### config.mk
export PLATFORM = sky130hd
export DESIGN_NAME = snsid_regs
export DESIGN_NICKNAME = d
export VERILOG_FILES = /design/src/hdl/snsid_pkg.sv /design/src/hdl/snsid_regs.sv
export VERILOG_INCLUDE_DIRS = /design/src /design/src/hdl
export SDC_FILE = /design/constraint.sdc
export NUM_CORES = 1
export LEC_CHECK = 0
export CAP_MARGIN = 30
export CORE_ASPECT_RATIO = 1.5
export CORE_MARGIN = 2
export CORE_UTILIZATION = 48
export DETAILED_ROUTE_END_ITERATION = 12
export DONT_BUFFER_PORTS = 1
export GPL_TIMING_DRIVEN = 1
export RECOVER_POWER = 50
export SLEW_MARGIN = 20
export SYNTH_ARGS = -nofsm -noshare
export SYNTH_HDL_FRONTEND = slang
export SYNTH_SLANG_ARGS = --single-unit
export TNS_END_PERCENT = 50
### constraint.sdc
create_clock -name clk -period 6.65 [get_ports clk]
set_input_delay 0.3325 -clock clk [delete_from_list [all_inputs] [get_ports clk]]
set_output_delay 0.3325 -clock clk [all_outputs]
set_load 0.01 [all_outputs]
### src/hdl/snsid_params.svh
// snsid_params.svh: offsets, field positions, reset values and timing counts
// assumes: included by bare name from the design file and the test bench
`ifndef SNSID_PARAMS_SVH
`define SNSID_PARAMS_SVH
// ----------------------------------------------------------------------------
// register pointers
// ----------------------------------------------------------------------------
`define SNSID_PTR_TEMP      8'h00
`define SNSID_PTR_CONFIG    8'h01
`define SNSID_PTR_HIGH_LIM  8'h02
`define SNSID_PTR_LOW_LIM   8'h03
`define SNSID_PTR_UNLOCK    8'h04
`define SNSID_PTR_SCRATCH4  8'h08
`define SNSID_PTR_PART_ID   8'h0f
// ----------------------------------------------------------------------------
// fields and reset values
// ----------------------------------------------------------------------------
`define SNSID_UNLOCK_BIT    15
`define SNSID_BUSY_BIT      14
`define SNSID_AVG_LSB       5
`define SNSID_CFG_RESET     16'h0220
`define SNSID_HIGH_RESET    16'h6000
`define SNSID_LOW_RESET     16'h8000
// arbitrary neutral part code, not any real product's value
`define SNSID_PART_CODE     12'h5a3
`define SNSID_BASE_ADDR     7'h48
// ----------------------------------------------------------------------------
// timing
// ----------------------------------------------------------------------------
`define SNSID_CLK_MHZ       125
`define SNSID_NVM_PROG_US   7
`define SNSID_NVM_PROG_CYC  (`SNSID_NVM_PROG_US * `SNSID_CLK_MHZ)
`endif

### src/hdl/snsid_pkg.sv
// snsid_pkg.sv: types shared by the sensor register bank
// assumes: compiled before the design module
package snsid_pkg;
   // two-wire target states
   typedef enum logic [2:0] {
      SNSID_IDLE, SNSID_ADDR, SNSID_ACK, SNSID_WRX, SNSID_RDX, SNSID_RACK
   } snsid_state_t;
   // averaging depth selection
   typedef enum logic [1:0] {
      SNSID_AVG_1, SNSID_AVG_8, SNSID_AVG_32, SNSID_AVG_64
   } snsid_avg_t;
endpackage : snsid_pkg

### src/hdl/snsid_regs.sv
// snsid_regs.sv: two-wire target with scratch, part code, limits and alarm
// assumes: scl/sda sampled synchronously to clk; nvm_* connect to a backing store
//
// Summary of operation
// [RULE1] 16-bit scratch word at pointer 08h, all bits read and write.
// [RULE2] scratch word reloads from its nonvolatile copy, no fixed reset value; the code clears it to 0000h on arst_n until nvm_load.
// [RULE3] locked writes touch only the register; unlocked writes also program nvm; the code skips programming while the busy count runs.
// [RULE4] pointer 0Fh reads a fixed 12-bit part code, upper nibble unused.
// [RULE5] writes to the part code are acknowledged and ignored.
// [RULE6] target only, never drives scl nor starts a transfer.
// [RULE7] scl input, sda open-drain, alarm is an output.
// [RULE8] strap level picks one of four bus addresses.
// [RULE9] alarm fires when temperature crosses high or low limit.
// [RULE10] limits and temperature are 16-bit two's complement.
// [RULE11] averaging over 8, 32 or 64 samples is selectable.
`include "snsid_params.svh"
`timescale 1ns/1ps
`default_nettype none
module snsid_regs
   import snsid_pkg::*;
(
   input  wire logic        clk,
   input  wire logic        arst_n,
   input  wire logic        scl_in,
   input  wire logic        sda_in,
   output logic             sda_out,
   output logic             sda_oe,
   input  wire logic [1:0]  address_strap_pin,
   input  wire logic [15:0] temp_result,
   input  wire logic        temp_valid,
   input  wire logic [15:0] nvm_scratch_data,
   input  wire logic        nvm_load,
   output logic             nvm_prog,
   output logic [15:0]      nvm_prog_data,
   output logic [1:0]       avg_sel,
   output logic             alarm_n
);
   // ----------------------------------------------------------------------------
   // bus edge detection
   // ----------------------------------------------------------------------------
   logic scl_d_reg, sda_d_reg;
   wire  scl_rise = scl_in & ~scl_d_reg;
   wire  scl_fall = ~scl_in & scl_d_reg;
   wire  start_c  = scl_in & scl_d_reg & sda_d_reg & ~sda_in;
   wire  stop_c   = scl_in & scl_d_reg & ~sda_d_reg & sda_in;
   always_ff @(posedge clk or negedge arst_n) begin
      if (!arst_n) begin
         scl_d_reg <= 1'b1;
         sda_d_reg <= 1'b1;
      end else begin
         scl_d_reg <= scl_in;
         sda_d_reg <= sda_in;
      end
   end

   // ----------------------------------------------------------------------------
   // registers
   // ----------------------------------------------------------------------------
   logic [15:0]  scratch_reg, cfg_reg, high_reg, low_reg;
   logic         unlock_reg, strap_cap_reg;
   logic [6:0]   own_addr_reg;
   logic [7:0]   ptr_reg;
   logic [12:0]  busy_cnt_reg;
   snsid_state_t state_reg;
   logic [3:0]   bit_cnt_reg;
   logic [7:0]   shift_reg;
   logic         is_read_reg, first_byte_reg, have_msb_reg;
   logic         word_rdy_reg;   // lsb byte in, the word lands at its ack
   logic [7:0]   msb_reg;
   logic [15:0]  rd_word_reg;
   logic         rd_lo_reg;

   // read mux keyed by the current pointer
   function automatic logic [15:0] read_word(input logic [7:0] p);
      case (p)
         `SNSID_PTR_TEMP:     read_word = temp_result;
         `SNSID_PTR_CONFIG:   read_word = cfg_reg;
         `SNSID_PTR_HIGH_LIM: read_word = high_reg;
         `SNSID_PTR_LOW_LIM:  read_word = low_reg;
         `SNSID_PTR_UNLOCK:   read_word = {unlock_reg, busy_cnt_reg != 13'h0000, 14'h0000};
         `SNSID_PTR_SCRATCH4: read_word = scratch_reg;                            // RULE1
         `SNSID_PTR_PART_ID:  read_word = {4'h0, `SNSID_PART_CODE};                // RULE4
         default:             read_word = 16'h0000;
      endcase
   endfunction

   // strap caught after reset release; four addresses from the 2-bit address_strap_pin
   wire [6:0] strap_addr = {`SNSID_BASE_ADDR} | {5'h00, address_strap_pin};   // RULE8
   wire       addr_match = (shift_reg[7:1] == own_addr_reg);
   wire [7:0] rx_byte    = shift_reg;
   // a flag of its own: have_msb_reg alone cannot tell the pointer ack from the lsb ack
   wire       word_done  = word_rdy_reg;
   wire [15:0] wr_word   = {msb_reg, rx_byte};
   wire       wr_scratch = word_done && ptr_reg == `SNSID_PTR_SCRATCH4;
   wire       nvm_go     = wr_scratch & unlock_reg & (busy_cnt_reg == 13'h0000); // RULE3

   always_ff @(posedge clk or negedge arst_n) begin
      if (!arst_n) begin
         strap_cap_reg <= 1'b0;
         own_addr_reg  <= 7'h00;
      end else if (!strap_cap_reg) begin
         strap_cap_reg <= 1'b1;
         own_addr_reg  <= strap_addr;                                            // RULE8
      end
   end

   // ----------------------------------------------------------------------------
   // two-wire target state machine; only ever pulls sda low, never scl
   // ----------------------------------------------------------------------------
   always_ff @(posedge clk or negedge arst_n) begin
      if (!arst_n) begin
         state_reg      <= SNSID_IDLE;
         bit_cnt_reg    <= 4'h0;
         shift_reg      <= 8'h00;
         is_read_reg    <= 1'b0;
         first_byte_reg <= 1'b0;
         have_msb_reg   <= 1'b0;
         word_rdy_reg   <= 1'b0;
         msb_reg        <= 8'h00;
         rd_word_reg    <= 16'h0000;
         rd_lo_reg      <= 1'b0;
         sda_oe         <= 1'b0;
      end else if (start_c) begin
         state_reg    <= SNSID_ADDR;
         bit_cnt_reg  <= 4'h0;
         sda_oe       <= 1'b0;
         word_rdy_reg <= 1'b0;
      end else if (stop_c) begin
         state_reg    <= SNSID_IDLE;
         sda_oe       <= 1'b0;
         word_rdy_reg <= 1'b0;
      end else begin
         case (state_reg)
            SNSID_IDLE: sda_oe <= 1'b0;
            SNSID_ADDR, SNSID_WRX: begin
               if (scl_rise) begin
                  shift_reg   <= {shift_reg[6:0], sda_in};
                  bit_cnt_reg <= bit_cnt_reg + 4'h1;
               end
               if (scl_fall && bit_cnt_reg == 4'h8) begin
                  bit_cnt_reg <= 4'h0;
                  if (state_reg == SNSID_ADDR) begin
                     if (addr_match) begin                                      // RULE6
                        is_read_reg    <= shift_reg[0];
                        first_byte_reg <= 1'b1;
                        have_msb_reg   <= 1'b0;
                        rd_word_reg    <= read_word(ptr_reg);
                        rd_lo_reg      <= 1'b0;
                        sda_oe         <= 1'b1;
                        state_reg      <= SNSID_ACK;
                     end else begin
                        state_reg <= SNSID_IDLE;
                     end
                  end else begin
                     // every data byte is acked, part code writes too
                     sda_oe    <= 1'b1;                                         // RULE5
                     state_reg <= SNSID_ACK;
                     if (first_byte_reg) begin
                        first_byte_reg <= 1'b0;
                     end else if (!have_msb_reg) begin
                        have_msb_reg <= 1'b1;
                        msb_reg      <= rx_byte;
                     end else begin
                        have_msb_reg <= 1'b0;
                        word_rdy_reg <= 1'b1;
                     end
                  end
               end
            end
            SNSID_ACK: begin
               if (scl_fall) begin
                  // the word was written on this edge, so the flag is spent
                  word_rdy_reg <= 1'b0;
                  if (is_read_reg) begin
                     sda_oe    <= ~rd_word_reg[15];
                     state_reg <= SNSID_RDX;
                  end else begin
                     sda_oe    <= 1'b0;
                     state_reg <= SNSID_WRX;
                  end
                  rd_word_reg <= is_read_reg ? {rd_word_reg[14:0], 1'b0} : rd_word_reg;
                  bit_cnt_reg <= is_read_reg ? 4'h1 : 4'h0;
               end
            end
            SNSID_RDX: begin
               if (scl_fall) begin
                  if (bit_cnt_reg == 4'h8) begin
                     sda_oe    <= 1'b0;
                     state_reg <= SNSID_RACK;
                  end else begin
                     sda_oe      <= ~rd_word_reg[15];
                     rd_word_reg <= {rd_word_reg[14:0], 1'b0};
                     bit_cnt_reg <= bit_cnt_reg + 4'h1;
                  end
               end
            end
            SNSID_RACK: begin
               if (scl_rise) begin
                  // host nack ends the read; ack wraps to next byte of the word
                  if (sda_in) begin
                     state_reg <= SNSID_IDLE;
                  end else begin
                     rd_lo_reg <= ~rd_lo_reg;
                     if (rd_lo_reg) rd_word_reg <= read_word(ptr_reg);
                     state_reg <= SNSID_ACK;
                     is_read_reg <= 1'b1;
                  end
               end
            end
            default: state_reg <= SNSID_IDLE;
         endcase
      end
   end

   // ----------------------------------------------------------------------------
   // pointer and register writes
   // ----------------------------------------------------------------------------
   wire ptr_load = (state_reg == SNSID_WRX) && scl_fall && bit_cnt_reg == 4'h8 && first_byte_reg;
   always_ff @(posedge clk or negedge arst_n) begin
      if (!arst_n) begin
         ptr_reg    <= 8'h00;
         cfg_reg    <= `SNSID_CFG_RESET;
         high_reg   <= `SNSID_HIGH_RESET;
         low_reg    <= `SNSID_LOW_RESET;
         unlock_reg <= 1'b0;
      end else if (ptr_load) begin
         ptr_reg <= rx_byte;
      end else if (word_done && state_reg == SNSID_ACK && scl_fall) begin
         case (ptr_reg)
            `SNSID_PTR_CONFIG:   cfg_reg    <= wr_word;                          // RULE11
            `SNSID_PTR_HIGH_LIM: high_reg   <= wr_word;                          // RULE10
            `SNSID_PTR_LOW_LIM:  low_reg    <= wr_word;                          // RULE10
            `SNSID_PTR_UNLOCK:   unlock_reg <= wr_word[`SNSID_UNLOCK_BIT];
            default: ;                                                           // RULE5
         endcase
      end
   end

   // scratch: nvm copy loaded on request, host writes land in the register
   always_ff @(posedge clk or negedge arst_n) begin
      if (!arst_n) begin
         scratch_reg <= 16'h0000;
      end else if (nvm_load) begin
         scratch_reg <= nvm_scratch_data;                                        // RULE2
      end else if (wr_scratch && state_reg == SNSID_ACK && scl_fall) begin
         scratch_reg <= wr_word;                                                 // RULE1
      end
   end

   // programming pulse and busy window; locked writes never reach the store
   wire prog_fire = nvm_go && state_reg == SNSID_ACK && scl_fall;
   always_ff @(posedge clk or negedge arst_n) begin
      if (!arst_n) begin
         nvm_prog      <= 1'b0;
         nvm_prog_data <= 16'h0000;
         busy_cnt_reg  <= 13'h0000;
      end else begin
         nvm_prog <= prog_fire;                                                  // RULE3
         if (prog_fire) begin
            nvm_prog_data <= wr_word;
            busy_cnt_reg  <= 13'(`SNSID_NVM_PROG_CYC);
         end else if (busy_cnt_reg != 13'h0000) begin
            busy_cnt_reg <= busy_cnt_reg - 13'h0001;
         end
      end
   end

   // ----------------------------------------------------------------------------
   // alarm and averaging outputs
   // ----------------------------------------------------------------------------
   wire above = $signed(temp_result) > $signed(high_reg);                        // RULE10
   wire below = $signed(temp_result) < $signed(low_reg);
   always_ff @(posedge clk or negedge arst_n) begin
      if (!arst_n) begin
         alarm_n <= 1'b1;
         avg_sel <= 2'b01;
         sda_out <= 1'b0;
      end else begin
         if (temp_valid) alarm_n <= ~(above | below);                            // RULE9
         avg_sel <= cfg_reg[`SNSID_AVG_LSB +: 2];                                 // RULE11
         sda_out <= 1'b0;                                                        // RULE7
      end
   end
endmodule : snsid_regs
`default_nettype wire

==> results of run 1 <==
==> cell type report <==
cell class	count	area [sq um]	area share, %
multi-input cells	516	4000	44.2
flip-flops and latches	157	3940	43.5
clock buffers	17	425	4.70
well taps	213	267	2.95
inverters	48	180	1.99
clock inverters	15	139	1.53
repair buffers	11	93.8	1.04
==> per-stage QoR <==
step           utilization, %  instance area [sq um]  setup WS, ns
2_1_floorplan               -                   8320          4.18
3_3_place_gp             49.0                   8430          3.33
3_5_place_dp             49.0                   8430          3.21
4_1_cts                  52.7                   9060          3.22
5_1_grt                  52.6                   9050          1.75
6_report                 52.6                   9050          2.61
==> kinds of logic (layout without fill, tap and decap cells) <==
kind of cell             Yosys count  after routing  share of synthesized area, %
AO/OA/AOI/OAI                    164            164                          11.7
XOR/XNOR                          11             11                          1.16
adder cells (fa/ha/maj)           35             35                          5.26
buffers and inverters             91             91                          4.57
flip-flops                       157            157                          47.3
multiplexers                     127            127                          18.7
other                              2              2                        0.0902
AND/OR/NAND/NOR                  177            177                          11.2
==> worst max-delay path by stage <==
stage | from | endpoint | slack (ns) | depth (start not counted)
3_3_place_gp | ptr_reg[5]$_DFFE_PN0P_ | cfg_reg[7]$_DFFE_PN0P_ | 3.33 | 4
3_5_place_dp | ptr_reg[5]$_DFFE_PN0P_ | cfg_reg[7]$_DFFE_PN0P_ | 3.21 | 4
2_1_floorplan | ptr_reg[5]$_DFFE_PN0P_ | nvm_prog_data[7]$_DFFE_PN0P_ | 4.18 | 9
4_1_cts | ptr_reg[5]$_DFFE_PN0P_ | cfg_reg[7]$_DFFE_PN0P_ | 3.22 | 4
5_1_grt | arst_n | nvm_prog_data[0]$_DFFE_PN0P_ | 1.75 | 2
6_report | arst_n | strap_cap_reg$_DFF_PN0_ | 2.61 | 2
==> repair_timing <==
item                      in CTS  in global routing
setup buffers                  0                  0
hold buffers                   5                  0
hold endpoints to repair     160                  0
==> layer usage <==
metal	part of all wire, %	global-route usage (%)	up-vias
met5	0	0	-
met2	51	39.4	146
met4	4.2	12.5	0
li1	-	-	2725
met1	40	26.7	2895
met3	3.9	3.83	40
==> power breakdown <==
part	total (W)	leakage [nW]	switching [W]	internal, W
registers	0.00113	1.96	0.0000936	0.00104
clock network	0.000938	0.278	0.000441	0.000498
logic	0.000188	1.87	0.0000894	0.0000983
total	0.00226	4.11	0.000624	0.00163
==> cells in the mapped netlist (all sizes together) (9+ instances only) <==
cell type	number	area share [%]
a21oi	47	2.8
a22oi	12	1.1
buf	11	0.96
clkbuf	32	1.4
dfrtp	148	44
dfstp	9	2.8
ha	35	5.3
inv	47	2.1
mux2	89	12
mux2i	24	2.9
mux4	14	3.8
nand2	71	3.3
nand3	13	0.78
nor2	24	1.3
o21ai	64	3.8
==> flow_summary.rst, run 1 <==
.. list-table::
   :header-rows: 1

   * - Metric
     - Value
   * - Number of buffers added on ports
     - 0
   * - Total power draw
     - approximately 0.0023 W
   * - Clock root buffer master
     - sky130_fd_sc_hd__clkbuf_16
   * - Crit. End Element
     - async pin
   * - Maximum clock skew at final layout
     - ~0.023 ns
   * - Antenna violations before repair
     - 0
   * - Cell chain of the critical path
     - dlygate4sd3_1, clkbuf_2
   * - Vertical die dimension
     - 165 um
   * - Library cells used by synthesis
     - between 60 and 70
   * - Starting density of the core
     - slightly below 50%
   * - Area delta synth->final
     - 8.70%
   * - Count of maximum capacitance violations
     - 1
   * - Level count of the clock H-tree
     - 4
   * - Count of flip-flops with a built-in enable after synthesis
     - 0
   * - Timing-limited maximum frequency
     - between 200 and 250 MHz
   * - Shortest period the worst path allows
     - about 4.0 ns
   * - Unrepaired setup endpoints after global routing
     - false
   * - 1st-pass router iterations
     - 4
   * - Core region area
     - 17200 sq um
   * - Slowest cell delay on critical path
     - ~2.7 ns
   * - Average via count per standard cell
     - about 5.9
   * - Fin nets
     - about 830
   * - Number of global-route vias before repair
     - approximately 6200
   * - Flop-to-flop setup slack
     - between 3 and 4 ns
   * - Number of antenna diodes
     - 0
   * - Max-slew headroom at the worst pin
     - -157%
   * - Total negative slack for setup checks
     - 0 ns
   * - Number of sinks handled by clock tree synthesis
     - about 160
   * - Clock tree from TritonCTS
     - built
   * - Worst reg-to-reg path cell count
     - 4
   * - Pwr Density
     - roughly 250 nW/um^2
   * - Destination of the worst hold path
     - scratch_reg[2]$_DFFE_PN0P_
   * - Non-filler instance count after layout
     - between 900 and 1000
   * - Area of the die
     - between 15000 and 20000 sq um
   * - Total of warnings raised by yosys
     - 0
   * - First-pass GRT wire length
     - between 30000 and 40000 um
   * - Number of primary I/O pins
     - 62
   * - P_leak
     - ~4.1 nW
   * - Routed Antenna Nets
     - 0
   * - Placed instance count
     - roughly 940
   * - Via count of the routed design
     - about 5800
   * - Mapped Area
     - about 8300 sq um
   * - Residual DRC
     - 0
   * - Main flop type after synthesis
     - sky130_fd_sc_hd__dfrtp_1
   * - Path type of the worst setup path
     - in2async
   * - Max stage delay cell, worst path
     - sky130_fd_sc_hd__clkbuf_2
   * - Final setup violation count
     - 0
   * - Hold/Removal Path Class
     - in2reg
   * - Mapped Nets
     - around 840
   * - Clock-pin slew on the worst setup and hold paths
     - 0.06 ns
   * - Worst Hold Margin
     - 0.0119 ns
   * - Startpoint type of the worst setup path
     - input port
   * - Crit Path Max Fanout
     - 157
   * - DIE WIDTH
     - about 110 um
   * - Pin slew with the least headroom to its limit
     - 3.86 ns
   * - Wire length per cell after detailed routing
     - about 20 um
   * - GRT Residual Overflow
     - 0
   * - Most common cell after layout, fill and taps aside
     - sky130_fd_sc_hd__dfrtp_1
   * - Family with the most delay on the worst path
     - buffers and inverters
   * - Fillers
     - 1546
   * - Hold Vio Cnt, Final
     - 0
   * - Sequential element share of the synthesized area
     - a little under half
   * - Detail Placement HPWL
     - about 14000 um
   * - Hold Path Stages
     - 1
   * - Proportion of synthesized flip-flops having asynchronous set or reset
     - between 90% and 100%
   * - Max clock buf depth
     - 2
   * - Number of buffer and inverter instances along the worst setup path
     - 2
   * - Worst supply voltage drop on vdd
     - between 0.15 and 0.2 mV
   * - Flop and latch count out of synthesis
     - around 160
   * - Initial drt markers
     - about 440
   * - Critical path required time
     - between 6 and 7 ns
   * - Max-slew violation count
     - 158
   * - Top library cells by usage in the layout, fill and taps aside
     - sky130_fd_sc_hd__dfrtp_1, sky130_fd_sc_hd__mux2_2, sky130_fd_sc_hd__nand2_1
   * - Violations in the final reports
     - max-capacitance violations, max-slew violations
   * - Post-cts repair resize count
     - 0
   * - Largest net degree at the start of global routing
     - roughly 160
   * - Floorplan row count
     - ~60
   * - Clock buffers created by TritonCTS
     - 17
   * - Share of the clock period used by the worst path after layout
     - between 60% and 70%
   * - Gate Count Post-Synth
     - 764
   * - Worst hold start
     - nvm_load
   * - Arrival time at the worst endpoint
     - around 3.7 ns
   * - Wire length after detailed routing
     - about 20000 um
   * - Placer's final routability congestion estimate
     - 0.885
   * - Worst reg2reg path startpoint
     - ptr_reg[5]$_DFFE_PN0P_
   * - Destination of the worst register-to-register timing path
     - high_reg[5]$_DFFE_PN0P_
   * - Post-synthesis area per instance
     - 10.9 sq um
   * - Total GRT Usage
     - between 20 and 25%
   * - Status
     - complete, but fails checks
   * - Fraction of final layout cells with drive strength greater than 1
     - between 10% and 20%
   * - Clock insertion delay at the later pin of the skew report
     - 0.44 ns
Power figures use the tool's default switching activity.
==> run 2: changes to the inputs <==
- PLACE_DENSITY: default -> 0.65
- clock period: 6.65 -> 3.5 ns (I/O delays scaled with it)
==> run 2 against run 1 <==
  * The flow finishes with violations (negative hold slack)
  * Cell count is 2.5% higher
  * Core utilization increased by 1.6 points
  * Clock power increased by 110%
  * Count of clock-buffer cells in the layout unchanged
  * Combinational power grew 87%
  * Clock skew down 0.013 ns
==> flow_summary.rst, run 2 (synthesized netlist as in run 1, its figures left out) <==
.. list-table::
   :header-rows: 1

   * - Metric
     - Value
   * - Unrepaired setup endpoints after global routing
     - false
   * - Area of the die
     - 18400 sq um (unchanged)
   * - First-pass GRT wire length
     - 33000 um (+2.2%)
   * - Most common cell after layout, fill and taps aside
     - sky130_fd_sc_hd__dfrtp_1
   * - Total negative slack for setup checks
     - 0 ns (unchanged)
   * - Timing-limited maximum frequency
     - between 300 and 400 MHz
   * - Status
     - complete, but fails checks
   * - Vertical die dimension
     - 165 um (unchanged)
   * - Pin slew with the least headroom to its limit
     - 0.712 ns (-3.15 ns)
   * - Wire length per cell after detailed routing
     - 20.6 um (+0.50%)
   * - Placed instance count
     - 947 (+0.85%)
   * - Max stage delay cell, worst path
     - sky130_fd_sc_hd__or4_1
   * - Maximum clock skew at final layout
     - 0.0101 ns (-0.0126 ns)
   * - GRT Residual Overflow
     - 0 (unchanged)
   * - Clock buffers created by TritonCTS
     - 17 (unchanged)
   * - Fin nets
     - 850 (+2.9%)
   * - Clock insertion delay at the later pin of the skew report
     - 0.43 ns (about the same)
   * - Area of the multi-input gates
     - 4000 sq um (unchanged)
   * - Level count of the clock H-tree
     - 4 (unchanged)
   * - Worst path most repeated cell
     - sky130_fd_sc_hd__buf_4
   * - Flip-flop and latch area
     - 3940 sq um (unchanged)
   * - CTS Hold Bufs
     - 22 (+17)
   * - DIE WIDTH
     - 112 um (unchanged)
   * - Initial drt markers
     - 373 (-15%)
   * - Via count of the routed design
     - 5985 (+3.1%)
   * - Total GRT Usage
     - 23.1% (+0.48 points)
   * - Wire length after detailed routing
     - 20600 um (+3.0%)
   * - Antenna violations before repair
     - 0 (unchanged)
   * - Core region area
     - 17200 sq um (unchanged)
   * - Clock tree from TritonCTS
     - built
   * - Critical path required time
     - 3.82 ns (-2.48 ns)
   * - Worst Hold Margin
     - -0.555 ns (-0.567 ns)
   * - P_leak
     - 4.24 nW (+3.2%)
   * - Non-filler instance count after layout
     - 1001 (+2.5%)
   * - Max-slew violation count
     - 0 (-100%)
   * - Pre-CTS WS
     - 0.797 ns (-2.42 ns)
   * - Placer's final routability congestion estimate
     - 0.930 (+5.0%)
   * - Number of global-route vias before repair
     - 6286 (+2.2%)
   * - Post-CTS Setup Repair Bufs
     - 0 (unchanged)
   * - Number of buffers added on ports
     - 0 (unchanged)
   * - Clock root buffer master
     - sky130_fd_sc_hd__clkbuf_16
   * - Worst supply voltage drop on vdd
     - 0.361 mV (+95%)
   * - Final core utilization
     - 54.2% (+1.6 points)
   * - Max clock buf depth
     - 2 (unchanged)
   * - Crit. End Element
     - flop
   * - Number of sinks handled by clock tree synthesis
     - 157 (unchanged)
   * - Startpoint type of the worst setup path
     - flop
   * - 1st-pass router iterations
     - 5 (+1)
   * - Floorplan row count
     - 59 (unchanged)
   * - Area delta synth->final
     - 12.0%
   * - Path type of the worst setup path
     - reg2reg
   * - Final setup violation count
     - 0 (unchanged)
   * - Share of the clock period used by the worst path after layout
     - approximately 90%
   * - Max-slew headroom at the worst pin
     - 52.6% (+210 points)
   * - Pwr Density
     - 476 nW/um^2 (+91%)
   * - Fillers
     - 1464 (-5.3%)
   * - Routed Antenna Nets
     - 0 (unchanged)
   * - Slowest cell delay on critical path
     - 0.70 ns (-1.97 ns)
   * - Clock-pin slew on the worst setup and hold paths
     - 0.07 ns (about the same)
   * - Starting density of the core
     - 48.4% (unchanged)
   * - Detail Placement HPWL
     - 14400 um (-0.53%)
   * - Hold/Removal Path Class
     - in2async
   * - Worst setup slack after layout
     - 0.339 ns (-2.27 ns)
   * - Shortest period the worst path allows
     - 3.16 ns
   * - Top library cells by usage in the layout, fill and taps aside
     - sky130_fd_sc_hd__dfrtp_1, sky130_fd_sc_hd__mux2_2, sky130_fd_sc_hd__nand2_1
   * - Crit Path Max Fanout
     - 18 (-89%)
   * - Fraction of final layout cells with drive strength greater than 1
     - 19.4% (+0.31 points)
   * - Largest net degree at the start of global routing
     - 158 (unchanged)
   * - Hold Vio Cnt, Final
     - 157 (+157)
   * - Number of antenna diodes
     - 0 (unchanged)
   * - Arrival time at the worst endpoint
     - 3.48 ns (-0.21 ns)
   * - Cell chain of the critical path
     - or4_1, nor4b_4, buf_4, and2_1, buf_4, mux2i_1, o21ai_0, dlygate4sd3_1
   * - Post-cts repair resize count
     - 0 (unchanged)
   * - Number of primary I/O pins
     - 62 (unchanged)
   * - Average via count per standard cell
     - 5.98 (+0.61%)
   * - Count of maximum capacitance violations
     - 0 (-1)
   * - Violations in the final reports
     - negative hold slack
   * - Residual DRC
     - 0 (unchanged)
==> run 2: worst paths after layout <==
check	to	slack (ns)	start	cells past startpoint
worst max register to register	scratch_reg[3]$_DFFE_PN0P_	0.34	ptr_reg[5]$_DFFE_PN0P_	8
min in group clk	state_reg[0]$_DFFE_PN0P_	0.02	scl_in	2
worst min register to register	avg_sel[0]$_DFF_PN1_	0.40	cfg_reg[5]$_DFFE_PN1P_	0
max in group asynchronous	high_reg[13]$_DFFE_PN1P_	3.75	arst_n	0
worst min-delay path	bit_cnt_reg[1]$_DFFE_PN0P_	-0.55	arst_n	0
worst max-delay path	scratch_reg[3]$_DFFE_PN0P_	0.34	ptr_reg[5]$_DFFE_PN0P_	8
==> run 2: power by group <==
part	internal (W)	switching (W)	leakage (nW)
registers	0.00197	0.000175	1.96
clock network	0.00109	0.000849	0.303
logic	0.000201	0.000151	1.98
==> run 2: critical path: cells and delay by family (launching register included) <==
family | cells | cell delay, ns
simple gates | 3 | 1.19
buf+inv | 3 | 1.15
flops | 1 | 0.37
mux | 1 | 0.24
compound gates | 1 | 0.10
==> run 2: metal layers <==
metal	share of wire (%)	global-route usage (%)	routed length (um)
met1	40	27.0	8300
met2	52	40.4	10700
met3	4.0	4.64	814
met4	3.9	11.8	797
met5	0	0	0
==> run 2: cell type report <==
type,instances,area share [%]
flip-flops and latches,157,42.3
clock buffers,17,4.56
repair buffers,35,3.36
clock inverters,15,2.05
inverters,48,1.93
well taps,213,2.86
multi-input cells,516,43.0
==> run 2: through the flow <==
stage / instance area (sq um) / total power [W]
after floorplan: 8320 / 0.00239
after global placement: 8490 / 0.00247
after detailed placement: 8490 / 0.00250
after CTS: 9330 / 0.00447
after global routing: 9320 / 0.00462
final: 9320 / 0.00444
==> run 3: changes to the inputs <==
- ABC_AREA: default -> 1
- CELL_PAD_IN_SITES_DETAIL_PLACEMENT: default -> 0
- CELL_PAD_IN_SITES_GLOBAL_PLACEMENT: default -> 2
- CORE_UTILIZATION: 48 -> 38
- PLACE_DENSITY: 0.65 -> default
- PLACE_DENSITY_LB_ADDON: default -> 0.1
- clock period: 3.5 -> 3.33 ns (I/O delays scaled with it)
==> run 3 against run 2 <==
  * The run still ends with negative hold slack left
  * Via count is 17% higher
  * Register-to-register slack got worse by 0.05 ns
  * Total power rose by 8.5%
  * Wire length is 21% higher
  * Die area increased by 27%
  * Clock skew down 0.0028 ns
  * Critical path type unchanged
  * Largest power group unchanged
  * Highest routed layer unchanged
==> flow_summary.rst, run 3 <==
.. list-table::
   :header-rows: 1

   * - Metric
     - Value
   * - Part of the total power dissipated in the clock network
     - 40.6% (-3.2 points)
   * - Arrival time at the worst endpoint
     - 3.40 ns (-0.08 ns)
   * - Count of flip-flops with a built-in enable after synthesis
     - 0 (unchanged)
   * - Flop-to-flop setup slack
     - 0.29 ns (-0.05 ns)
   * - Startpoint type of the worst setup path
     - flop
   * - Worst Hold Margin
     - -0.575 ns (-0.0196 ns)
   * - Final setup violation count
     - 0 (unchanged)
   * - Violations in the final reports
     - negative hold slack
   * - Via count of the routed design
     - 7018 (+17%)
   * - Flip-flop and latch area
     - 3940 sq um (unchanged)
   * - First-pass GRT wire length
     - 40100 um (+21%)
   * - Floorplan row count
     - 66 (+12%)
   * - Gate Count Post-Synth
     - 1068 (+40%)
   * - Family with the most delay on the worst path
     - simple AND/OR/NAND/NOR gates
   * - Cell area after layout
     - 9520 sq um (+2.2%)
   * - Pin slew with the least headroom to its limit
     - 0.765 ns (+0.0534 ns)
   * - Mapped Area
     - 8390 sq um (+0.84%)
   * - Wire length per cell after detailed routing
     - 18.2 um (-12%)
   * - Path type of the worst setup path
     - reg2reg
   * - Slowest cell delay on critical path
     - 0.59 ns (-0.11 ns)
   * - Core region area
     - 21700 sq um (+26%)
   * - Crit. End Element
     - flop
   * - Starting density of the core
     - 38.7% (-9.7 points)
   * - Share of the clock period used by the worst path after layout
     - 91.2% (+0.89 points)
   * - Switching part of the total
     - 28.6% (+2.1 points)
   * - Fin nets
     - 1166 (+37%)
   * - Hold Vio Cnt, Final
     - 157 (unchanged)
   * - Proportion of synthesized flip-flops having asynchronous set or reset
     - 100% (unchanged)
   * - Clock insertion delay at the later pin of the skew report
     - 0.43 ns (about the same)
   * - Unrepaired setup endpoints after global routing
     - false
   * - Fillers
     - 2292 (+57%)
   * - Levels on crit path
     - 9 (+1)
   * - Initial drt markers
     - 393 (+5.4%)
   * - Max stage delay cell, worst path
     - sky130_fd_sc_hd__nor2_2
   * - Comb pwr share
     - 13.8% (+5.9 points)
   * - Library cells used by synthesis
     - 47 (-25%)
   * - Post-CTS Setup Repair Bufs
     - 0 (unchanged)
   * - Sequential Power Share
     - 45.6% (-2.7 points)
   * - Total of warnings raised by yosys
     - 0 (unchanged)
   * - Number of buffer and inverter instances along the worst setup path
     - 3 (unchanged)
   * - Top library cells by usage in the layout, fill and taps aside
     - sky130_fd_sc_hd__nand2_1, sky130_fd_sc_hd__dfrtp_1, sky130_fd_sc_hd__o21ai_0
   * - Number of sinks handled by clock tree synthesis
     - 157 (unchanged)
   * - Critical path origin
     - ptr_reg[5]$_DFFE_PN0P_
   * - Routed Antenna Nets
     - 0 (unchanged)
   * - Post-synthesis cell type with the largest combined area
     - sky130_fd_sc_hd__dfrtp_1
   * - Sequential element share of the synthesized area
     - 46.9% (-0.40 points)
   * - Antenna violations before repair
     - 0 (unchanged)
   * - Most instantiated library cell after synthesis
     - sky130_fd_sc_hd__nand2_1
   * - Critical path required time
     - 3.69 ns (-0.13 ns)
   * - Area delta synth->final
     - 13.4%
   * - Area of the multi-input gates
     - 3800 sq um (-5.1%)
   * - Proportion of netlist area held by the largest area contributor
     - 44.1% (-0.37 points)
   * - Count of maximum capacitance violations
     - 0 (unchanged)
   * - End of the critical path
     - scratch_reg[11]$_DFFE_PN0P_
   * - Mapped Nets
     - 1143 (+36%)
   * - Number of primary I/O pins
     - 62 (unchanged)
   * - Most common cell after layout, fill and taps aside
     - sky130_fd_sc_hd__nand2_1
   * - Worst reg-to-reg path cell count
     - 9 (+1)
   * - Biggest area contributors in the synthesized netlist
     - sky130_fd_sc_hd__dfrtp_1, sky130_fd_sc_hd__nand2_1, sky130_fd_sc_hd__o21ai_0
   * - P_leak
     - 4.33 nW (+2.2%)
   * - Number of buffers added on ports
     - 0 (unchanged)
   * - Pwr Density
     - 506 nW/um^2 (+6.2%)
   * - Average via count per standard cell
     - 5.10 (-15%)
   * - Clock tree from TritonCTS
     - built
   * - Max-slew headroom at the worst pin
     - 49.0% (-3.6 points)
   * - 1st-pass router iterations
     - 5 (unchanged)
   * - Clock-pin slew on the worst setup and hold paths
     - 0.07 ns (about the same)
   * - Cell chain of the critical path
     - inv_1, nand3_1, clkinv_1, nand2_2, nor2_4, nor2_2, nand2_1, o311ai_1, dlygate4sd3_1
   * - Fraction of final layout cells with drive strength greater than 1
     - 6.89% (-13 points)
   * - Hold/Removal Path Class
     - in2async
   * - Worst supply voltage drop on vdd
     - 0.340 mV (-5.8%)
   * - Crit Path Max Fanout
     - 23 (+5)
   * - Shortest period the worst path allows
     - 3.04 ns (-0.124 ns)
   * - Clock root buffer master
     - sky130_fd_sc_hd__clkbuf_16
   * - Detail Placement HPWL
     - 18600 um (+29%)
   * - Area of the die
     - 23300 sq um (+27%)
   * - Destination of the worst register-to-register timing path
     - scratch_reg[11]$_DFFE_PN0P_
   * - Maximum clock skew at final layout
     - 0.00729 ns (-0.00281 ns)
   * - Timing-limited maximum frequency
     - 329 MHz (+4.1%)
   * - Placer's final routability congestion estimate
     - 0.862 (-7.2%)
   * - Max clock buf depth
     - 2 (unchanged)
   * - Status
     - complete, but fails checks
   * - Wire length after detailed routing
     - 25000 um (+21%)
   * - Largest net degree at the start of global routing
     - 158 (unchanged)
   * - Total GRT Usage
     - 22.6% (-0.47 points)
   * - Net switching power of the design
     - 0.00138 W (+17%)
   * - Number of global-route vias before repair
     - 7176 (+14%)
   * - Internal Dissipation
     - 0.00344 W (+5.4%)
   * - CTS Hold Bufs
     - 30 (+36%)
   * - Flop and latch count out of synthesis
     - 157 (unchanged)
   * - Main flop type after synthesis
     - sky130_fd_sc_hd__dfrtp_1
   * - Total negative slack for setup checks
     - 0 ns (unchanged)
   * - Synth cell count leaders
     - sky130_fd_sc_hd__nand2_1, sky130_fd_sc_hd__dfrtp_1, sky130_fd_sc_hd__o21ai_0
   * - Residual DRC
     - 0 (unchanged)
   * - Placed standard-cell area
     - 8620 sq um (+1.6%)
   * - GRT Residual Overflow
     - 0 (unchanged)
   * - Worst reg2reg path startpoint
     - ptr_reg[5]$_DFFE_PN0P_
   * - Post-synthesis area per instance
     - 7.86 sq um (-28%)
   * - Max-slew violation count
     - 0 (unchanged)
   * - Clock buffers created by TritonCTS
     - 17 (unchanged)
   * - DIE WIDTH
     - 125 um (+12%)
   * - Level count of the clock H-tree
     - 4 (unchanged)
   * - Vertical die dimension
     - 186 um (+13%)
## run 3: worst min-delay path by stage
stage,startpoint,endpoint,slack [ns]
floorplan,arst_n,avg_sel[1]$_DFF_PN0_,-0.13
global placement,arst_n,low_reg[5]$_DFFE_PN0P_,-0.12
detailed placement,arst_n,low_reg[5]$_DFFE_PN0P_,-0.12
CTS,arst_n,low_reg[5]$_DFFE_PN0P_,-0.60
global route,arst_n,low_reg[1]$_DFFE_PN0P_,-0.60
finish,arst_n,low_reg[5]$_DFFE_PN0P_,-0.57
## run 3: cell type report
class,instances,share of cell area (%)
timing repair buffer,40,3.98
clock buffer,19,4.65
tap,272,3.57
multi-input combinational,750,39.9
clock inverter,12,1.48
inverter,125,5.01
antenna,1,0.0263
sequential,157,41.4
## run 3: power groups by stage
stage               sequential [W]  clock [W]  combinational (W)
floorplan                  0.00220          0           0.000471
global placement           0.00223          0           0.000629
detailed placement         0.00223          0           0.000634
CTS                        0.00220    0.00201           0.000674
global route               0.00222    0.00207           0.000776
finish                     0.00220    0.00195           0.000665
## run 3: metal layers
layer / track usage (%) / share of wire, %
met1: 27.7 / 43
met2: 41.4 / 52
met3: 3.36 / 3.1
met4: 6.49 / 1.8
met5: 0 / 0
## run 3: per-stage QoR
stage / hold slack (ns) / total power [W] / utilization (%) / instances / worst slack [ns]
after CTS: -0.596 / 0.00488 / 43.8 / 1374 / 0.237
after global placement: -0.123 / 0.00286 / 39.7 / 1313 / 0.800
after floorplan: -0.129 / 0.00267 / - / 1068 / 1.48
final: -0.575 / 0.00482 / 43.8 / 1376 / 0.293
after detailed placement: -0.123 / 0.00286 / 39.7 / 1313 / 0.777
after global routing: -0.599 / 0.00507 / 43.8 / 1375 / 0.0294
## run 3: repair_timing
| item | 4_1_cts | 5_1_grt |
|---|---|---|
| endpoints found under the setup margin | 0 | 0 |
| endpoints found under the hold margin | 179 | 157 |
| resized for setup | 0 | 0 |
## run 3: cells by family (layout without fill, tap and decap cells)
family                     count (synthesis)  in the layout  synth area share [%]
DFF                                      157            157                  46.9
adders and majority gates                 35             35                  5.22
AOI/OAI and AO/OA                        196            196                  12.9
and+or+nand+nor                          505            505                  25.8
xor gates and xnor gates                   9              9                 0.939
other                                      2              3                0.0895
muxes                                      3              3                 0.388
buffers and inverters                    161            196                  7.80
